[src/tx_clock_fail_pkg.sv]
// Purpose: Shared constants and types for the transmit clock failure detector.
// Assumes: APB slave with 32-bit data and a 12-bit byte address.
// Notes:   Offsets, field positions and multi-bit reset values are defined only here; single-bit flops reset to literal zeros.
`default_nettype none

package tx_clock_fail_pkg;

	// ************************************************************
	// Register map
	// ************************************************************
	localparam int         ADDR_W        = 12;
	localparam logic [11:0] CTRL_OFFSET   = 12'h000;
	localparam logic [11:0] STATUS_OFFSET = 12'h004;
	localparam logic [11:0] IRQ_EN_OFFSET = 12'h008;

	// ************************************************************
	// Field positions
	// ************************************************************
	localparam int CNT_MSB    = 31;
	localparam int CNT_LSB    = 24;
	localparam int UPPER_MSB  = 23;
	localparam int UPPER_LSB  = 16;
	localparam int LOWER_MSB  = 15;
	localparam int LOWER_LSB  = 8;
	localparam int AUTOSW_BIT = 7;
	localparam int RSVD_MSB   = 6;
	localparam int RSVD_LSB   = 4;
	localparam int PS_MSB     = 3;
	localparam int PS_LSB     = 0;
	localparam int FAIL_BIT   = 2;

	// ************************************************************
	// Values
	// ************************************************************
	localparam logic [31:0] WORD_ZERO    = 32'h0000_0000;
	localparam logic [7:0]  COUNT_RESET  = 8'h00;
	localparam logic [7:0]  COUNT_MAX    = 8'hFF;
	localparam logic [7:0]  COUNT_STEP   = 8'h01;
	localparam logic [7:0]  PRE_RESET    = 8'h00;
	localparam logic [3:0]  PS_MAX       = 4'h8;
	localparam logic [4:0]  EDGE_RESET   = 5'h00;
	localparam logic [4:0]  EDGE_LAST    = 5'h1F;
	localparam logic [4:0]  EDGE_STEP    = 5'h01;

	typedef struct packed {
		logic [7:0] upper;
		logic [7:0] lower;
		logic       autosw;
		logic [3:0] ps;
	} ctrl_s;

	localparam ctrl_s CTRL_RESET = '{upper: 8'h00, lower: 8'h00, autosw: 1'b0, ps: 4'h0};

	// Divide by two to the code; reserved codes behave as the largest divider.
	function automatic logic [7:0] prescale_mask(input logic [3:0] ps);
		logic [3:0] eff;
		eff = (ps > PS_MAX) ? PS_MAX : ps;
		prescale_mask = 8'((9'h001 << eff) - 9'h001);
	endfunction

endpackage

`default_nettype wire

[src/tx_clock_fail_detector.sv]
// Purpose: Transmit clock failure detector with an APB register interface.
// Assumes: Single clock pclk at 100 MHz; master clock sampled through a synchroniser.
// Notes:   The count saturates at its maximum so the first window after a stopped master clock restarts fails any upper limit set below that maximum.
//
// Register access over APB and the placing of the registers were decided locally.
`default_nettype none

module tx_clock_fail_detector
	import tx_clock_fail_pkg::*;
(
	// Clock and reset
	input  wire logic              pclk,
	input  wire logic              presetn,
	// APB slave
	input  wire logic              psel,
	input  wire logic              penable,
	input  wire logic              pwrite,
	input  wire logic [ADDR_W-1:0] paddr,
	input  wire logic [31:0]       pwdata,
	output logic [31:0]            prdata,
	output logic                   pready,
	output logic                   pslverr,
	// Observed master clock
	input  wire logic              tx_high_freq_master_clock,
	// Detector outputs
	output logic                   failure_autoswitch_enable,
	output logic                   tx_clock_fail_flag,
	output logic                   tx_interrupt
);

	// ************************************************************
	// State
	// ************************************************************
	typedef struct packed {
		ctrl_s       ctrl;
		logic [7:0]  measured;
		logic [7:0]  count;
		logic [7:0]  pre;
		logic        fail;
		logic        fail_en;
		logic [31:0] rdata;
	} det_state_s;

	det_state_s st_r;
	det_state_s st_nxt;
	logic       window_done;
	logic       tick;
	logic       fail_event;
	logic       setup;
	logic       wr;
	logic       mapped;
	logic       ctrl_wr;
	logic       status_wr;
	logic       en_wr;

	tx_mclk_window tx_mclk_window_inst (
		.pclk                      (pclk),
		.presetn                   (presetn),
		.tx_high_freq_master_clock (tx_high_freq_master_clock),
		.window_done               (window_done)
	);

	// ************************************************************
	// Bus decode
	// ************************************************************
	assign setup     = psel & ~penable;
	assign wr        = psel & penable & pwrite;
	assign mapped    = (paddr == CTRL_OFFSET) | (paddr == STATUS_OFFSET) | (paddr == IRQ_EN_OFFSET);
	assign ctrl_wr   = wr & (paddr == CTRL_OFFSET);
	assign status_wr = wr & (paddr == STATUS_OFFSET);
	assign en_wr     = wr & (paddr == IRQ_EN_OFFSET);
	assign pready    = 1'b1;
	assign pslverr   = psel & penable & ~mapped;

	// ************************************************************
	// Measurement
	// ************************************************************
	assign tick       = ((st_r.pre & prescale_mask(st_r.ctrl.ps)) == prescale_mask(st_r.ctrl.ps));
	assign fail_event = window_done &
	                    ((st_r.count > st_r.ctrl.upper) |
	                     (st_r.count < st_r.ctrl.lower));

	always_comb begin
		st_nxt     = st_r;
		st_nxt.pre = st_r.pre + COUNT_STEP;
		if (window_done) begin
			// Compare and capture use the synchronised window end only.
			st_nxt.measured = st_r.count;
			st_nxt.count    = tick ? COUNT_STEP : COUNT_RESET;
		end else if (tick && st_r.count != COUNT_MAX) begin
			st_nxt.count = st_r.count + COUNT_STEP;
		end
		if (ctrl_wr) begin
			st_nxt.ctrl.upper  = pwdata[UPPER_MSB:UPPER_LSB];
			st_nxt.ctrl.lower  = pwdata[LOWER_MSB:LOWER_LSB];
			st_nxt.ctrl.autosw = pwdata[AUTOSW_BIT];
			st_nxt.ctrl.ps     = pwdata[PS_MSB:PS_LSB];
		end
		if (en_wr) begin
			st_nxt.fail_en = pwdata[FAIL_BIT];
		end
		// A failure in the same cycle as a clear keeps the flag set.
		if (status_wr && pwdata[FAIL_BIT]) begin
			st_nxt.fail = 1'b0;
		end
		if (fail_event) begin
			st_nxt.fail = 1'b1;
		end
		// Read data is latched in the setup phase so prdata comes from a flop.
		if (setup) begin
			st_nxt.rdata = WORD_ZERO;
			if (paddr == CTRL_OFFSET) begin
				st_nxt.rdata[CNT_MSB:CNT_LSB]     = st_r.measured;
				st_nxt.rdata[UPPER_MSB:UPPER_LSB] = st_r.ctrl.upper;
				st_nxt.rdata[LOWER_MSB:LOWER_LSB] = st_r.ctrl.lower;
				st_nxt.rdata[AUTOSW_BIT]          = st_r.ctrl.autosw;
				st_nxt.rdata[PS_MSB:PS_LSB]       = st_r.ctrl.ps;
			end else if (paddr == STATUS_OFFSET) begin
				st_nxt.rdata[FAIL_BIT] = st_r.fail;
			end else if (paddr == IRQ_EN_OFFSET) begin
				st_nxt.rdata[FAIL_BIT] = st_r.fail_en;
			end
		end
	end

	always_ff @(posedge pclk or negedge presetn) begin
		if (!presetn) begin
			st_r <= '{ctrl: CTRL_RESET, measured: COUNT_RESET, count: COUNT_RESET, pre: PRE_RESET,
			           fail: 1'b0, fail_en: 1'b0, rdata: WORD_ZERO};
		end else begin
			st_r <= st_nxt;
		end
	end

	// ************************************************************
	// Outputs
	// ************************************************************
	assign prdata                    = st_r.rdata;
	assign failure_autoswitch_enable = st_r.ctrl.autosw;
	assign tx_clock_fail_flag        = st_r.fail;
	assign tx_interrupt              = st_r.fail & st_r.fail_en;

	// ************************************************************
	// Checks
	// ************************************************************
	property p_capture;
		@(posedge pclk) disable iff (!presetn)
		window_done |=> (st_r.measured == $past(st_r.count)) && (st_r.count <= COUNT_STEP);
	endproperty
	a_capture: assert property (p_capture) else $error("count not captured at window end");

	property p_upper;
		@(posedge pclk) disable iff (!presetn)
		(window_done && st_r.count > st_r.ctrl.upper) |=> tx_clock_fail_flag;
	endproperty
	a_upper: assert property (p_upper) else $error("upper limit breach not flagged");

	property p_lower;
		@(posedge pclk) disable iff (!presetn)
		(window_done && st_r.count < st_r.ctrl.lower) |=> tx_clock_fail_flag;
	endproperty
	a_lower: assert property (p_lower) else $error("lower limit breach not flagged");

	property p_autosw;
		@(posedge pclk) disable iff (!presetn)
		ctrl_wr |=> failure_autoswitch_enable == $past(pwdata[AUTOSW_BIT]);
	endproperty
	a_autosw: assert property (p_autosw) else $error("autoswitch enable not written");

	property p_prescale;
		@(posedge pclk) disable iff (!presetn)
		(tick && st_r.ctrl.ps == 4'h1 && !ctrl_wr) |=> !tick ##1 (tick || $past(ctrl_wr));
	endproperty
	a_prescale: assert property (p_prescale) else $error("divide by two spacing wrong");

	property p_reserved;
		@(posedge pclk) disable iff (!presetn)
		(setup && paddr == CTRL_OFFSET) |=> prdata[RSVD_MSB:RSVD_LSB] == 3'h0;
	endproperty
	a_reserved: assert property (p_reserved) else $error("reserved control bits not zero");

	property p_clear;
		@(posedge pclk) disable iff (!presetn)
		(status_wr && pwdata[FAIL_BIT] && !fail_event) |=> !tx_clock_fail_flag ##0 !tx_interrupt;
	endproperty
	a_clear: assert property (p_clear) else $error("write one did not clear fail flag");

	property p_set_wins;
		@(posedge pclk) disable iff (!presetn)
		(fail_event && status_wr) |=> tx_clock_fail_flag;
	endproperty
	a_set_wins: assert property (p_set_wins) else $error("failure lost against a clear");

	property p_hold;
		@(posedge pclk) disable iff (!presetn)
		(!window_done && !(status_wr && pwdata[FAIL_BIT])) |=> tx_clock_fail_flag == $past(tx_clock_fail_flag);
	endproperty
	a_hold: assert property (p_hold) else $error("fail flag changed without cause");

	// A dead master clock must leave the count pinned at its maximum, never wrapped to a small value.
	property p_saturate;
		@(posedge pclk) disable iff (!presetn)
		(!window_done && st_r.count == COUNT_MAX) |=> st_r.count == COUNT_MAX;
	endproperty
	a_saturate: assert property (p_saturate) else $error("check count wrapped past its maximum");

	// Reserved prescale codes fall back to the largest divider, so ticks stay sparse.
	property p_reserved_code;
		@(posedge pclk) disable iff (!presetn)
		(tick && st_r.ctrl.ps > PS_MAX && !ctrl_wr) |=> !tick;
	endproperty
	a_reserved_code: assert property (p_reserved_code) else $error("reserved prescale code ticks too often");

	// Enabling the interrupt while the flag is already set must raise the request at once.
	property p_interrupt;
		@(posedge pclk) disable iff (!presetn)
		(en_wr && pwdata[FAIL_BIT] && tx_clock_fail_flag) |=> tx_interrupt;
	endproperty
	a_interrupt: assert property (p_interrupt) else $error("enabled fail flag gave no interrupt");

endmodule // tx_clock_fail_detector

`default_nettype wire

[src/tx_mclk_window.sv]
// Purpose: Marks the end of every window of 32 master clock rising edges.
// Assumes: The master clock runs below half the system clock rate.
// Notes:   window_done is a one-cycle pulse in the system clock domain.
`default_nettype none

module tx_mclk_window
	import tx_clock_fail_pkg::*;
(
	// System clock and reset
	input  wire logic pclk,
	input  wire logic presetn,
	// Observed master clock
	input  wire logic tx_high_freq_master_clock,
	// Window end
	output logic      window_done
);

	typedef struct packed {
		logic       sync1;
		logic       sync2;
		logic       prev;
		logic [4:0] edges;
		logic       done;
	} win_state_s;

	win_state_s st_r;
	win_state_s st_nxt;
	logic       rise;

	assign rise = st_r.sync2 & ~st_r.prev;

	always_comb begin
		st_nxt       = st_r;
		st_nxt.sync1 = tx_high_freq_master_clock;
		st_nxt.sync2 = st_r.sync1;
		st_nxt.prev  = st_r.sync2;
		st_nxt.done  = 1'b0;
		if (rise) begin
			st_nxt.edges = st_r.edges + EDGE_STEP;
			st_nxt.done  = (st_r.edges == EDGE_LAST);
		end
	end

	always_ff @(posedge pclk or negedge presetn) begin
		if (!presetn) begin
			st_r <= '{sync1: 1'b0, sync2: 1'b0, prev: 1'b0, edges: EDGE_RESET, done: 1'b0};
		end else begin
			st_r <= st_nxt;
		end
	end

	assign window_done = st_r.done;

	property p_window_end;
		@(posedge pclk) disable iff (!presetn)
		(rise && st_r.edges == EDGE_LAST) |=> window_done;
	endproperty
	a_window_end: assert property (p_window_end) else $error("window end not marked after 32 edges");

	property p_window_sync;
		@(posedge pclk) disable iff (!presetn)
		window_done |-> ($past(st_r.sync2) && !$past(st_r.prev)) ##1 !window_done;
	endproperty
	a_window_sync: assert property (p_window_sync) else $error("window end not from synchronised edge");

endmodule // tx_mclk_window

`default_nettype wire
[config.mk]
export PLATFORM = sky130hd
export DESIGN_NAME = tx_clock_fail_detector
export DESIGN_NICKNAME = d
export VERILOG_FILES = /design/src/tx_clock_fail_pkg.sv /design/src/tx_clock_fail_detector.sv /design/src/tx_mclk_window.sv
export SDC_FILE = /design/constraint.sdc
export NUM_CORES = 1
export LEC_CHECK = 0
export BUFFER_PORTS_ARGS = -buffer_cell sky130_fd_sc_hd__buf_2
export CAP_MARGIN = 0
export CORE_ASPECT_RATIO = 0.8
export CORE_MARGIN = 2
export CORE_UTILIZATION = 30
export DETAILED_ROUTE_END_ITERATION = 16
export GPL_ROUTABILITY_DRIVEN = 0
export GPL_TIMING_DRIVEN = 1
export PLACE_DENSITY = 0.51
export RECOVER_POWER = 50
export SLEW_MARGIN = 5
export SYNTH_ARGS = -nofsm -noshare
export SYNTH_HDL_FRONTEND = slang
export SYNTH_HIERARCHICAL = 1
export SYNTH_SLANG_ARGS = --single-unit
[constraint.sdc]
create_clock -name pclk -period 5.7 [get_ports pclk]
set_input_delay 0.57 -clock pclk [delete_from_list [all_inputs] [get_ports pclk]]
set_output_delay 0.57 -clock pclk [all_outputs]
set_load 0.02 [all_outputs]
# Yosys cells after proc, flatten, opt, wreduce, memory -nomap -nowiden

Cells that the tools add are included.

Flip-flop bits (word level): 85
Input port bits: 50

Mux-type cells: 13
Order comparisons: 3
Eq/ne operators: 5
Reduce and logical (&&, ||, !) cells: 5
Bitwise operators: 17
Add/sub/neg operators: 4
Shifts and indexed selects: 1

Operators with widths:

| operator                                              | count |
|---|---|
| two-way mux 25 bit                                    | 1 |
| adder 8 x 1 -> 8 bit (second input constant)          | 2 |
| two-way mux 8 bit                                     | 2 |
| == test 12 x 3 -> 1 bit (second input constant)       | 1 |
| == test 12 x 4 -> 1 bit (second input constant)       | 1 |
| zero test 12 bit                                      | 1 |
| bitwise AND 1 bit                                     | 10 |
| bitwise AND 8 bit                                     | 1 |
| == test 8 bit                                         | 1 |
| greater-than comparator 8 bit                         | 1 |
| less-than comparator 8 bit                            | 1 |
| two-way mux 1 bit                                     | 8 |
| inequality test 8 bit (second input constant)         | 1 |
| << shifter 1 x 4 -> 8 bit (first input constant)      | 1 |
| subtractor 8 x 1 -> 8 bit (second input constant)     | 1 |
| adder 5 x 1 -> 5 bit (second input constant)          | 1 |
| == test 5 bit (second input constant)                 | 1 |
| greater-than comparator 4 bit (second input constant) | 1 |
| two-way mux 4 bit                                     | 1 |
| nonzero test 2 bit                                    | 2 |
| inverter 1 bit                                        | 3 |
| bitwise OR 1 bit                                      | 3 |
| logical AND 1 bit                                     | 2 |
| two-way mux 2 bit                                     | 1 |

# Logic depth before layout (Yosys ltp)

Gate-level depths: netlist of run 1.

Depth after elaboration: 9
Gate-level depth with buffers: 9
Gate-level depth less buffers: 8

# Modules after synthesis

The synthesis of run 1 kept the hierarchy.

By module, submodules not included:

| module                 | area each (sq um) | cells an instance | times used |
|---|---|---|---|
| tx_clock_fail_detector | 3816.2            | 344               | 1 |
| tx_mclk_window         | 376.6             | 22                | 1 |

# Worst setup path before layout of run 1

No wires, ideal clock.

Path kind: register to register
From: reg st_r[61] (netlist bit)
To: reg st_r[46] (netlist bit)
Period minus slack after synthesis: 2.563 ns
Path buffers: 1
Arrival time: 2.435 ns
Stages on the path, launching flop included: 9
Slack: 3.137 ns
Required time: 5.572 ns
Cell sequence: dfrtp_1 -> buf_6 -> or4_4 -> ha_1 -> and2_1 -> o2111ai_1 -> nand2_1 -> nor4_4 -> mux2_1

Longest elaborated chain between the ends: 8

RTL lines:

| element                          | line                          | source |
|---|---|---|
| start, declared                  | tx_clock_fail_detector.sv:44  | `det_state_s st_r;` |
| start signal, assigned           | tx_clock_fail_detector.sv:128 | `st_r <= '{ctrl: CTRL_RESET, measured: COUNT_RESET, count: COUNT_RESET, pre: PRE_RESET,` |
| start signal, assigned           | tx_clock_fail_detector.sv:131 | `st_r <= st_nxt;` |
| greater-than comparator 4 bit    | tx_clock_fail_pkg.sv:57       | `eff = (ps > PS_MAX) ? PS_MAX : ps;` |
| two-way mux 4 bit (*)            | tx_clock_fail_pkg.sv:57       |  |
| << shifter 1 x 4 -> 8 bit (*)    | tx_clock_fail_pkg.sv:58       | `prescale_mask = 8'((9'h001 << eff) - 9'h001);` |
| subtractor 8 x 1 -> 8 bit (*)    | tx_clock_fail_pkg.sv:58       |  |
| bitwise AND 8 bit                | tx_clock_fail_detector.sv:78  | `assign tick = ((st_r.pre & prescale_mask(st_r.ctrl.ps)) == prescale_mask(st_r.ctrl.ps));` |
| == test 8 bit (*)                | tx_clock_fail_detector.sv:78  |  |
| logical AND 1 bit (*)            | tx_clock_fail_detector.sv:90  | `end else if (tick && st_r.count != COUNT_MAX) begin` |
| nonzero test 2 bit (no line) (*) | -                             |  |

Every way passes the cells marked *; elsewhere a longest branch is shown, timed or not.
A chain may end at the register's enable or synchronous reset.

# Worst setup path in the final report of run 1

From: reg st_r[61] (netlist bit)
To: reg st_r[49] (netlist bit)

Same word-level chain as after synthesis.

==> results of run 1 <==
[final cells by class]
cell class,count,area [sq um],share of cell area [%]
multi-input cells,216,1670,34.9
well taps,180,225,4.70
repair buffers,74,380,7.95
flip-flops and latches,85,2130,44.4
clock inverters,4,45.0,0.941
clock buffers,12,267,5.57
inverters,19,71.3,1.49
[logic make-up (layout without fill, tap and decap cells)]
logic type	after synthesis	after routing	share of synthesized area, %
fa+ha+maj	20	20	5.97
xor+xnor	10	10	2.27
buf+inv	67	109	9.73
flops	85	85	50.7
other cells	2	4	0.179
simple gates	79	79	11.2
compound gates	82	82	14.2
mux	21	21	5.76
[registers in the layout, indices dropped and copies added, names as in the netlist]
name and cells:
failure_autoswitch_enable 1, prdata 29, st_r 45, tx_clock_fail_flag 1, tx_mclk_window_inst/st_nxt 2, tx_mclk_window_inst/st_r 6, tx_mclk_window_inst/window_done 1
[metal layers]
metal  part of all wire [%]  track usage, %  vias to the layer above
met5                      0               0                        -
met3                    5.1            3.83                        9
met2                     43            18.8                       55
li1                       -               -                     1346
met4                    1.3            3.79                        0
met1                     50            16.5                     1366
[synth_stat cells (all sizes together) (2+ instances only)]
cell	number
nor2	7
nand3b	2
nand2	27
conb	2
nor2b	5
o21ai	20
o21bai	3
a211oi	2
a22o	28
mux2	19
clkbuf	8
xor2	3
and2	3
o211ai	2
nand3	8
a21o	4
ha	20
xnor2	7
nor4	5
mux2i	2
nand4	6
nor3	2
inv	19
a21oi	9
buf	40
o31ai	3
and3	5
dfrtp	85
nor4b	2
nand2b	2
o2111ai	2
or4	3
[metrics by stage]
| stage | cells | hold WS (ps) | utilization, % | power [mW] | setup WS, ps |
|---|---|---|---|---|---|
| 2_1_floorplan | 368 | 274 | - | 0.892 | 3140 |
| 3_3_place_gp | 574 | 333 | 33.0 | 0.966 | 2880 |
| 3_5_place_dp | 574 | 337 | 33.0 | 0.983 | 2830 |
| 4_1_cts | 590 | 332 | 35.3 | 1.59 | 2810 |
| 5_1_grt | 590 | 335 | 35.2 | 1.65 | 2610 |
| 6_report | 590 | 346 | 35.2 | 1.56 | 2830 |
[worst reg2reg max path, cell delays in order, from the launching register on]
cell	delay (ps)
dfrtp_1	470
or4_4	570
ha_1	300
nor2_1	50
a21oi_2	90
o2111ai_1	500
or4_1	680
a21oi_1	150
[power groups by stage]
stage	logic (mW)	clock network, mW	registers [mW]
2_1_floorplan	0.174	0	0.718
3_3_place_gp	0.217	0	0.749
3_5_place_dp	0.230	0	0.753
4_1_cts	0.231	0.621	0.743
5_1_grt	0.259	0.643	0.753
6_report	0.223	0.601	0.741
[final timing paths]
| kind | slack [ps] | depth (start not counted) | startpoint | end |
|---|---|---|---|---|
| min | 350 | 1 | tx_high_freq_master_clock | tx_mclk_window_inst/st_nxt[7] |
| min reg2reg | 350 | 0 | tx_mclk_window_inst/st_nxt[7] | tx_mclk_window_inst/st_nxt[6] |
| max | 2830 | 7 | st_r[61] | st_r[49] |
| max reg2reg | 2830 | 7 | st_r[61] | st_r[49] |
| max in group asynchronous | 4610 | 1 | presetn | st_r[42] |
| min in group asynchronous | 420 | 1 | presetn | prdata[2] |
==> run summary, run 1 <==
outcome: completed
Cell Pwr Density: 327 mW/mm^2
clock sink total: 85
Area after DPL: 0.00449 sq mm
Worst setup SP type: flop
GRT overflow: 0
vias in the first global route: 2786
commonest non-fill, non-tap cell in the layout: dfrtp_1
num rows: 38
ANT nets after route: 0
Antenna diodes: 0
CTS root buf: clkbuf_16
Initial Util: 30.8%
most frequent cells in the layout: dfrtp_1 (85), buf_2 (70), a22o_1 (28)
Die ar.: 0.0149 sq mm
crit path DAT: 3130 ps
Total Wirelength: 8540 microns
DP Wirelength: 5950 microns
ys async rst share: 100%
Leak: 2.44 nW
Sw Ratio: 27.2%
WP data required: 5960 ps
cell taking the most area after synthesis: dfrtp_1
Iteration-0 DRC Markers: 103
EDFF count, synth: 0
Max-Cap Viols: 0
global-route wire length before repair: 14200 microns
Worst Path Class, Setup: flop to flop
Yosys reg bits: 85
ys flop type: dfrtp_1
crit path max fanout: 12
sw power: 0.425 mW
combinational fraction of design power: 14.2%
Crit-path slowest cell: or4_1
WL/cell: 14.5 microns
worst-margin pin slew: 1050 ps
Clock Latency Late Sink: 340 ps
Die Span X: 136 microns
CTS tree: built
clock slew at reported path FFs: 60 ps
largest net degree at the start of global routing: 86
Syn Area/Cell: 11.5 sq um
buffers and inverters on the worst path: 0
nets: 475
Sequential Power Share: 47.4%
post-synth top area share: 50.7%
DIE HEIGHT: 110 microns
Internal Power: 1.14 mW
Worst Skew: 6.28 ps
Seq/Total Area, Yosys: 50.7%
post-synthesis cell area: 0.00419 sq mm
peak supply drop: 0.161 mV
IO Pins: 87
total CTS buffers: 9
CP peak stage delay: 670 ps
min-delay worst type: input port to flop
H-tree level count: 3
CP delay by family, top: simple AND/OR/NAND/NOR gates
DR vias: 2776
Filler cells: 1361
min cycle time layout: 2870 ps
Post-CTS Setup Inserts: 0
CTS Hold Bufs: 0
CP cell instances: or4_4 -> ha_1 -> nor2_1 -> a21oi_2 -> o2111ai_1 -> or4_1 -> a21oi_1
fraction of layout cells with a size suffix above 1: 28.5%
DRC: 0
Setup TNS: 0 ps
Yosys warnings: 6
number of port buffers: 71
final setup vio count: 0
Area contributors post-synth: dfrtp_1 (51%), buf_4 (6.3%), ha_1 (6.0%), a22o_1 (5.8%), mux2_2 (4.3%)
Max-slew headroom: 30.0%
post-cts resize count: 0
max frequency: 348 MHz
Slew Viols, Final: 0
power share of the clock group: 38.4%
total core area: 0.0136 sq mm
Hold Vio Cnt, Final: 0
CTS max path bufs: 2
Total Routing Usage GR: 12.3%
CP Capture Type: flop
P&R area growth vs syn: 14.2%
router iterations before antenna repair: 4
Final Cycle Share: 50.4%
initial antenna violation count: 0
routed vias/inst: 4.71
fin area: 0.00479 sq mm
RSZ-0062 raised after global routing: no
cells after synthesis: 366
Synth cell types: 55
(Power assumes the default switching activity.)
==> run 2, diff against run 1 <==
==> constraint.sdc (replaced) <==
create_clock -name pclk -period 2.76 [get_ports pclk]
set_input_delay 0.276 -clock pclk [delete_from_list [all_inputs] [get_ports pclk]]
set_output_delay 0.276 -clock pclk [all_outputs]
set_load 0.02 [all_outputs]
==> run summary, run 2 (synthesis results as in run 1) <==
outcome: complete, but fails checks
failing checks: capacitance limit, slew limit
DP Wirelength: 6150 microns (+3.3%)
worst reg2reg path startpoint: st_r[58]
P&R area growth vs syn: 15.5%
WHS Path Cells: 1 (unchanged)
CTS max path bufs: 2 (unchanged)
DIE HEIGHT: 110 microns (unchanged)
crit path max fanout: 6 (-6)
fin area: 0.00484 sq mm (+1.1%)
worst min-delay path endpoint: tx_mclk_window_inst/st_nxt[7]
fraction of layout cells with a size suffix above 1: 28.7% (+0.17 points)
commonest non-fill, non-tap cell in the layout: dfrtp_1
largest net degree at the start of global routing: 86 (unchanged)
initial antenna violation count: 0 (unchanged)
GR Util met1: 17.8% (+1.2 points)
num rows: 38 (unchanged)
Final Cycle Share: 93.9% (+44 points)
peak supply drop: 0.275 mV (+71%)
Antenna diodes: 0 (unchanged)
RR Endpoint: st_r[49]
Area after DPL: 0.00455 sq mm (+1.3%)
Internal Power: 2.40 mW (+110%)
combinational fraction of design power: 14.1% (about the same)
post-cts resize count: 0 (unchanged)
CTS root buf: clkbuf_16
CP Capture Type: flop
CTS Hold Bufs: 0 (unchanged)
CP delay by family, top: simple AND/OR/NAND/NOR gates
H-tree level count: 3 (unchanged)
Cell Pwr Density: 675 mW/mm^2 (+110%)
routed vias/inst: 4.73 (+0.55%)
Leak: 2.46 nW (+0.79%)
WL/cell: 14.6 microns (+0.55%)
DRC: 0 (unchanged)
start point of the worst hold path: tx_high_freq_master_clock
total CTS buffers: 9 (unchanged)
WP data required: 3010 ps (-2950 ps)
clock sink total: 85 (unchanged)
DP Cell Count: 582 (+1.4%)
max frequency: 386 MHz (+11%)
worst-margin pin slew: 2070 ps (+1020 ps)
global-route wire length before repair: 14500 microns (+2.2%)
Sw Ratio: 26.7% (-0.50 points)
Iteration-0 DRC Markers: 88 (-15%)
IO Pins: 87 (unchanged)
min-delay worst type: input port to flop
Largest register FFs: 45 (unchanged)
vias in the first global route: 2775 (-0.39%)
min cycle time layout: 2590 ps (-280 ps)
Max-slew headroom: -37.9% (-68 points)
Clock Latency Late Sink: 330 ps (about the same)
busiest grt layer: met2
worst r2r path cells: 7 (unchanged)
CP cell instances: or4_4 -> ha_1 -> and2_1 -> o2111ai_1 -> nand3b_1 -> or4_1 -> a21oi_1
Die Span X: 136 microns (unchanged)
Slew Viols, Final: 86 (+86)
sw power: 0.871 mW (+110%)
Post-CTS Setup Inserts: 0 (unchanged)
Sequential Power Share: 46.8% (-0.6 points)
Die ar.: 0.0149 sq mm (unchanged)
GR Util met3: 4.24% (+0.41 points)
Crit-path slowest cell: or4_4
Worst setup SP type: flop
Worst Skew: 7.12 ps (+0.844 ps)
M2 GR Usage: 18.5% (-0.32 points)
Initial Util: 30.8% (unchanged)
buffers and inverters on the worst path: 0 (unchanged)
Top reg by flops: st_r
DR vias: 2829 (+1.9%)
ANT nets after route: 0 (unchanged)
Total Wirelength: 8700 microns (+1.9%)
r2r setup slk: 170 ps (-2660 ps)
Total Routing Usage GR: 12.7% (+0.42 points)
CP peak stage delay: 550 ps (-120 ps)
power share of the clock group: 39.1% (+0.7 points)
Max-Cap Viols: 1 (+1)
total core area: 0.0136 sq mm (unchanged)
Layout Cells excl Fill: 598 (+1.4%)
number of port buffers: 71 (unchanged)
Hold Vio Cnt, Final: 0 (unchanged)
GRT overflow: 0 (unchanged)
CTS tree: built
most frequent cells in the layout: dfrtp_1 (85), buf_2 (68), a22o_1 (28)
final setup vio count: 0 (unchanged)
crit path DAT: 2850 ps (-280 ps)
clock slew at reported path FFs: 60 ps (about the same)
Worst Path Class, Setup: flop to flop
nets: 484 (+1.9%)
router iterations before antenna repair: 4 (unchanged)
Filler cells: 1408 (+3.5%)
[run 2: cell count changes in the layout (fill, tap and decap cells not counted), moves of 2 or more]
cell	previous run	this run
buf_4	4	11
clkbuf_1	0	4
buf_2	70	68
clkbuf_8	3	1
clkinv_2	3	1
[run 2: cell type report]
type / instances / area (sq um) / area share (%)
clock buffer: 11 / 243 / 5.01
clock inverter: 4 / 72.6 / 1.50
inverter: 19 / 71.3 / 1.47
multi-input combinational: 216 / 1660 / 34.4
sequential: 85 / 2130 / 43.9
tap: 180 / 225 / 4.65
timing repair buffer: 83 / 439 / 9.07
[run 2: how the worst max path moves through the flow]
stage               slack [ps]        to  depth (start not counted)      from
floorplan                  200  st_r[46]                          8  st_r[61]
global placement           190  st_r[49]                          7  st_r[58]
detailed placement         170  st_r[49]                          7  st_r[58]
CTS                        140  st_r[49]                          7  st_r[58]
global route                -2  st_r[49]                          7  st_r[58]
finish                     170  st_r[49]                          7  st_r[58]
[run 2: power by group through the flow]
stage	logic, mW	clock network, mW	registers (mW)
after global routing	0.536	1.38	1.55
after CTS	0.474	1.32	1.53
after floorplan	0.359	0	1.48
after global placement	0.451	0	1.55
after detailed placement	0.470	0	1.55
final	0.462	1.28	1.53
[run 2: metrics by stage]
step | hold WS (ps) | util (%) | total power [mW] | setup TNS (ps) | worst slack [ps]
final | 42.4 | 35.6 | 3.27 | 0 | 167
after global placement | 333 | 33.4 | 2.00 | 0 | 194
after detailed placement | 336 | 33.4 | 2.02 | 0 | 172
after CTS | 28.3 | 35.8 | 3.33 | 0 | 142
after floorplan | -19.6 | - | 1.84 | 0 | 197
after global routing | 19.8 | 35.6 | 3.47 | -2.23 | -2.23
[run 2: routing by layer]
metal,up-vias,wire (microns)
met4,0,101
met3,9,460
met5,-,0
met2,62,3750
met1,1387,4390
li1,1371,-
==> run 3, diff against run 2 <==
--- a/config.mk
+++ b/config.mk
@@ -5,6 +5,7 @@
 export SDC_FILE = /design/constraint.sdc
 export NUM_CORES = 1
 export LEC_CHECK = 0
+export ABC_AREA = 1
 export BUFFER_PORTS_ARGS = -buffer_cell sky130_fd_sc_hd__buf_2
 export CAP_MARGIN = 0
 export CORE_ASPECT_RATIO = 0.8
==> run summary, run 3 <==
Crit-path slowest cell: dfrtp_1
post-synthesis cell area: 0.00448 sq mm (+7.0%)
routed vias/inst: 4.55 (-3.8%)
CTS tree: built
peak supply drop: 0.304 mV (+11%)
DRC: 0 (unchanged)
DR vias: 3295 (+16%)
Filler cells: 1500 (+6.5%)
Post-CTS Setup Inserts: 0 (unchanged)
DP Wirelength: 7090 microns (+15%)
Die Span X: 141 microns (+3.3%)
EDFF count, synth: 0 (unchanged)
largest net degree at the start of global routing: 51 (-41%)
Synth top cells by count: nand2_1 (97), dfrtp_1 (85), inv_1 (49)
Final Cycle Share: 72.5% (-21 points)
worst-margin pin slew: 1570 ps (-500 ps)
DP Cell Count: 707 (+21%)
post-synth top area share: 47.4% (-3.3 points)
Worst Skew: 8.46 ps (+1.33 ps)
P&R area growth vs syn: 13.1%
num rows: 39 (+2.6%)
worst reg2reg path startpoint: st_r[61]
min cycle time layout: 2000 ps (-592 ps)
DIE HEIGHT: 113 microns (+3.3%)
most frequent cells in the layout: nand2_1 (98), dfrtp_1 (85), inv_1 (49)
Initial Util: 31.0% (+0.21 points)
CTS root buf: clkbuf_16
Sequential Power Share: 47.9% (+1.1 points)
Area contributors post-synth: dfrtp_1 (47%), nand2_1 (8.1%), ha_1 (5.6%), buf_4 (5.5%), o31ai_1 (4.4%)
Total Routing Usage GR: 13.0% (+0.36 points)
Leak: 2.59 nW (+5.2%)
Sw Ratio: 23.8% (-2.8 points)
Top reg by flops: st_r
fraction of layout cells with a size suffix above 1: 18.7% (-10 points)
Clock Latency Late Sink: 350 ps (+20 ps)
CTS Hold Bufs: 1 (+1)
Antenna diodes: 0 (unchanged)
cell mode on critical path: nand3_1
ys async rst share: 100% (unchanged)
clock sink total: 85 (unchanged)
router iterations before antenna repair: 4 (unchanged)
worst r2r path cells: 11 (+4)
total CTS buffers: 9 (unchanged)
ys flop type: dfrtp_1
RR Endpoint: st_r[48]
Hold Vio Cnt, Final: 0 (unchanged)
vias in the first global route: 3230 (+16%)
GRT overflow: 0 (unchanged)
min-delay worst type: input port to flop
power share of the clock group: 45.7% (+6.6 points)
WHS Path Cells: 1 (unchanged)
final setup vio count: 0 (unchanged)
sw power: 0.650 mW (-25%)
start point of the worst hold path: tx_high_freq_master_clock
CP delay by family, top: simple AND/OR/NAND/NOR gates
WL/cell: 13.7 microns (-6.2%)
Max-slew headroom: -4.58% (+33 points)
Synth cell types: 37 (-33%)
crit path DAT: 2230 ps (-620 ps)
max frequency: 500 MHz (+30%)
most common cell in the netlist: nand2_1
clock slew at reported path FFs: 60 ps (about the same)
Die ar.: 0.0159 sq mm (+6.7%)
outcome: complete, but fails checks
Setup TNS: 0 ps (unchanged)
CP Capture Type: flop
CP cell instances: nor2_1 -> nand3_1 -> ha_1 -> or2_2 -> nand3_1 -> nor2_2 -> nand3_4 -> nor2_8 -> nand2_8 -> nand3_1 -> nand2_1
crit path max fanout: 9 (+3)
worst min-delay path endpoint: tx_mclk_window_inst/st_nxt[7]
Syn Area/Cell: 9.06 sq um (-21%)
Largest register FFs: 45 (unchanged)
Internal Power: 2.08 mW (-13%)
Slew Viols, Final: 29 (-66%)
post-cts resize count: 0 (unchanged)
H-tree level count: 3 (unchanged)
Total Wirelength: 9890 microns (+14%)
cells after synthesis: 495 (+35%)
total core area: 0.0144 sq mm (+6.2%)
IO Pins: 87 (unchanged)
CTS max path bufs: 2 (unchanged)
RSZ-0062 raised after global routing: no
failing checks: capacitance limit, slew limit
Iteration-0 DRC Markers: 147 (+67%)
number of port buffers: 71 (unchanged)
cell taking the most area after synthesis: dfrtp_1
Worst Path Class, Setup: flop to flop
Cell Pwr Density: 538 mW/mm^2 (-20%)
r2r setup slk: 760 ps (+590 ps)
combinational fraction of design power: 6.5% (-7.6 points)
Layout Cells excl Fill: 724 (+21%)
Seq/Total Area, Yosys: 47.4% (-3.3 points)
initial antenna violation count: 0 (unchanged)
Yosys warnings: 6 (unchanged)
nets: 605 (+25%)
commonest non-fill, non-tap cell in the layout: nand2_1
Max-Cap Viols: 1 (unchanged)
Total Power: 2.73 mW (-17%)
WP data required: 2990 ps (-20 ps)
buffers and inverters on the worst path: 0 (unchanged)
global-route wire length before repair: 16300 microns (+12%)
ANT nets after route: 0 (unchanged)
CP peak stage delay: 480 ps (-70 ps)
Yosys reg bits: 85 (unchanged)
Worst setup SP type: flop
==> run 3: cell count changes in the layout (fill, tap and decap cells not counted), sizes merged, moves of 6 or more <==
cell / delta
nand2: +75
inv: +36
nor2: +32
buf: -30
a22o: -28
nand3: +25
o31ai: +23
a21oi: +21
clkbuf: +21
mux2: -18
xor2: +9
xnor2: -6
==> run 3: worst max-delay path by stage <==
stage | start | to | cells past startpoint
detailed placement | st_r[61] | st_r[48] | 11
floorplan | st_r[61] | st_r[48] | 11
global route | st_r[61] | st_r[44] | 11
finish | st_r[61] | st_r[48] | 11
global placement | paddr[9] | st_r[74] | 9
CTS | st_r[61] | st_r[48] | 11
==> run 3: per-stage QoR <==
stage,util [%],cell area (sq um),hold slack [ps],setup slack [ps]
after floorplan,-,4490,-19.6,976
after global placement,33.3,4800,288,812
after detailed placement,33.3,4800,299,771
after CTS,35.5,5120,20.3,756
after global routing,35.1,5070,20.8,559
final,35.1,5070,36.6,760
==> run 3: final cells by class <==
cell class,count,area (sq um),area share (%)
Clock inverter,6,71.3,1.41
Multi-Input combinational cell,307,1810,35.6
Tap cell,184,230,4.54
Clock buffer,10,239,4.71
Inverter,56,211,4.17
Timing Repair Buffer,76,387,7.62
Sequential cell,85,2130,41.9
==> run 3: worst register-to-register path, cell delays in order (launching register included) <==
cell and delay [ps]:
dfrtp_1 480, nor2_1 190, nand3_1 90, ha_1 280
or2_2 100, nand3_1 80, nor2_2 130, nand3_4 110
nor2_8 200, nand2_8 110, nand3_1 90, nand2_1 60
==> run 3: cell families (layout without fill, tap and decap cells) <==
kind of cell | Yosys count | count (layout) | synth area share, %
AO/OA/AOI/OAI | 75 | 75 | 10.9
XOR/XNOR | 13 | 13 | 2.54
adder cells (fa/ha/maj) | 20 | 20 | 5.58
buffers and inverters | 105 | 148 | 12.1
flip-flops | 85 | 85 | 47.4
multiplexers | 1 | 1 | 0.251
other | 2 | 4 | 0.167
AND/OR/NAND/NOR | 194 | 194 | 21.0
==> run 3: per-layer routing <==
metal | wire length (microns) | track usage, %
met1 | 4890 | 18.0
met2 | 4320 | 19.6
met3 | 493 | 3.68
met4 | 182 | 4.87
met5 | 0 | 0
==> run 3: power groups by stage <==
stage	clock [mW]	combinational (mW)	sequential, mW
finish	1.25	0.176	1.31
global route	1.34	0.205	1.31
CTS	1.29	0.182	1.31
detailed placement	0	0.182	1.33
global placement	0	0.170	1.33
floorplan	0	0.100	1.32
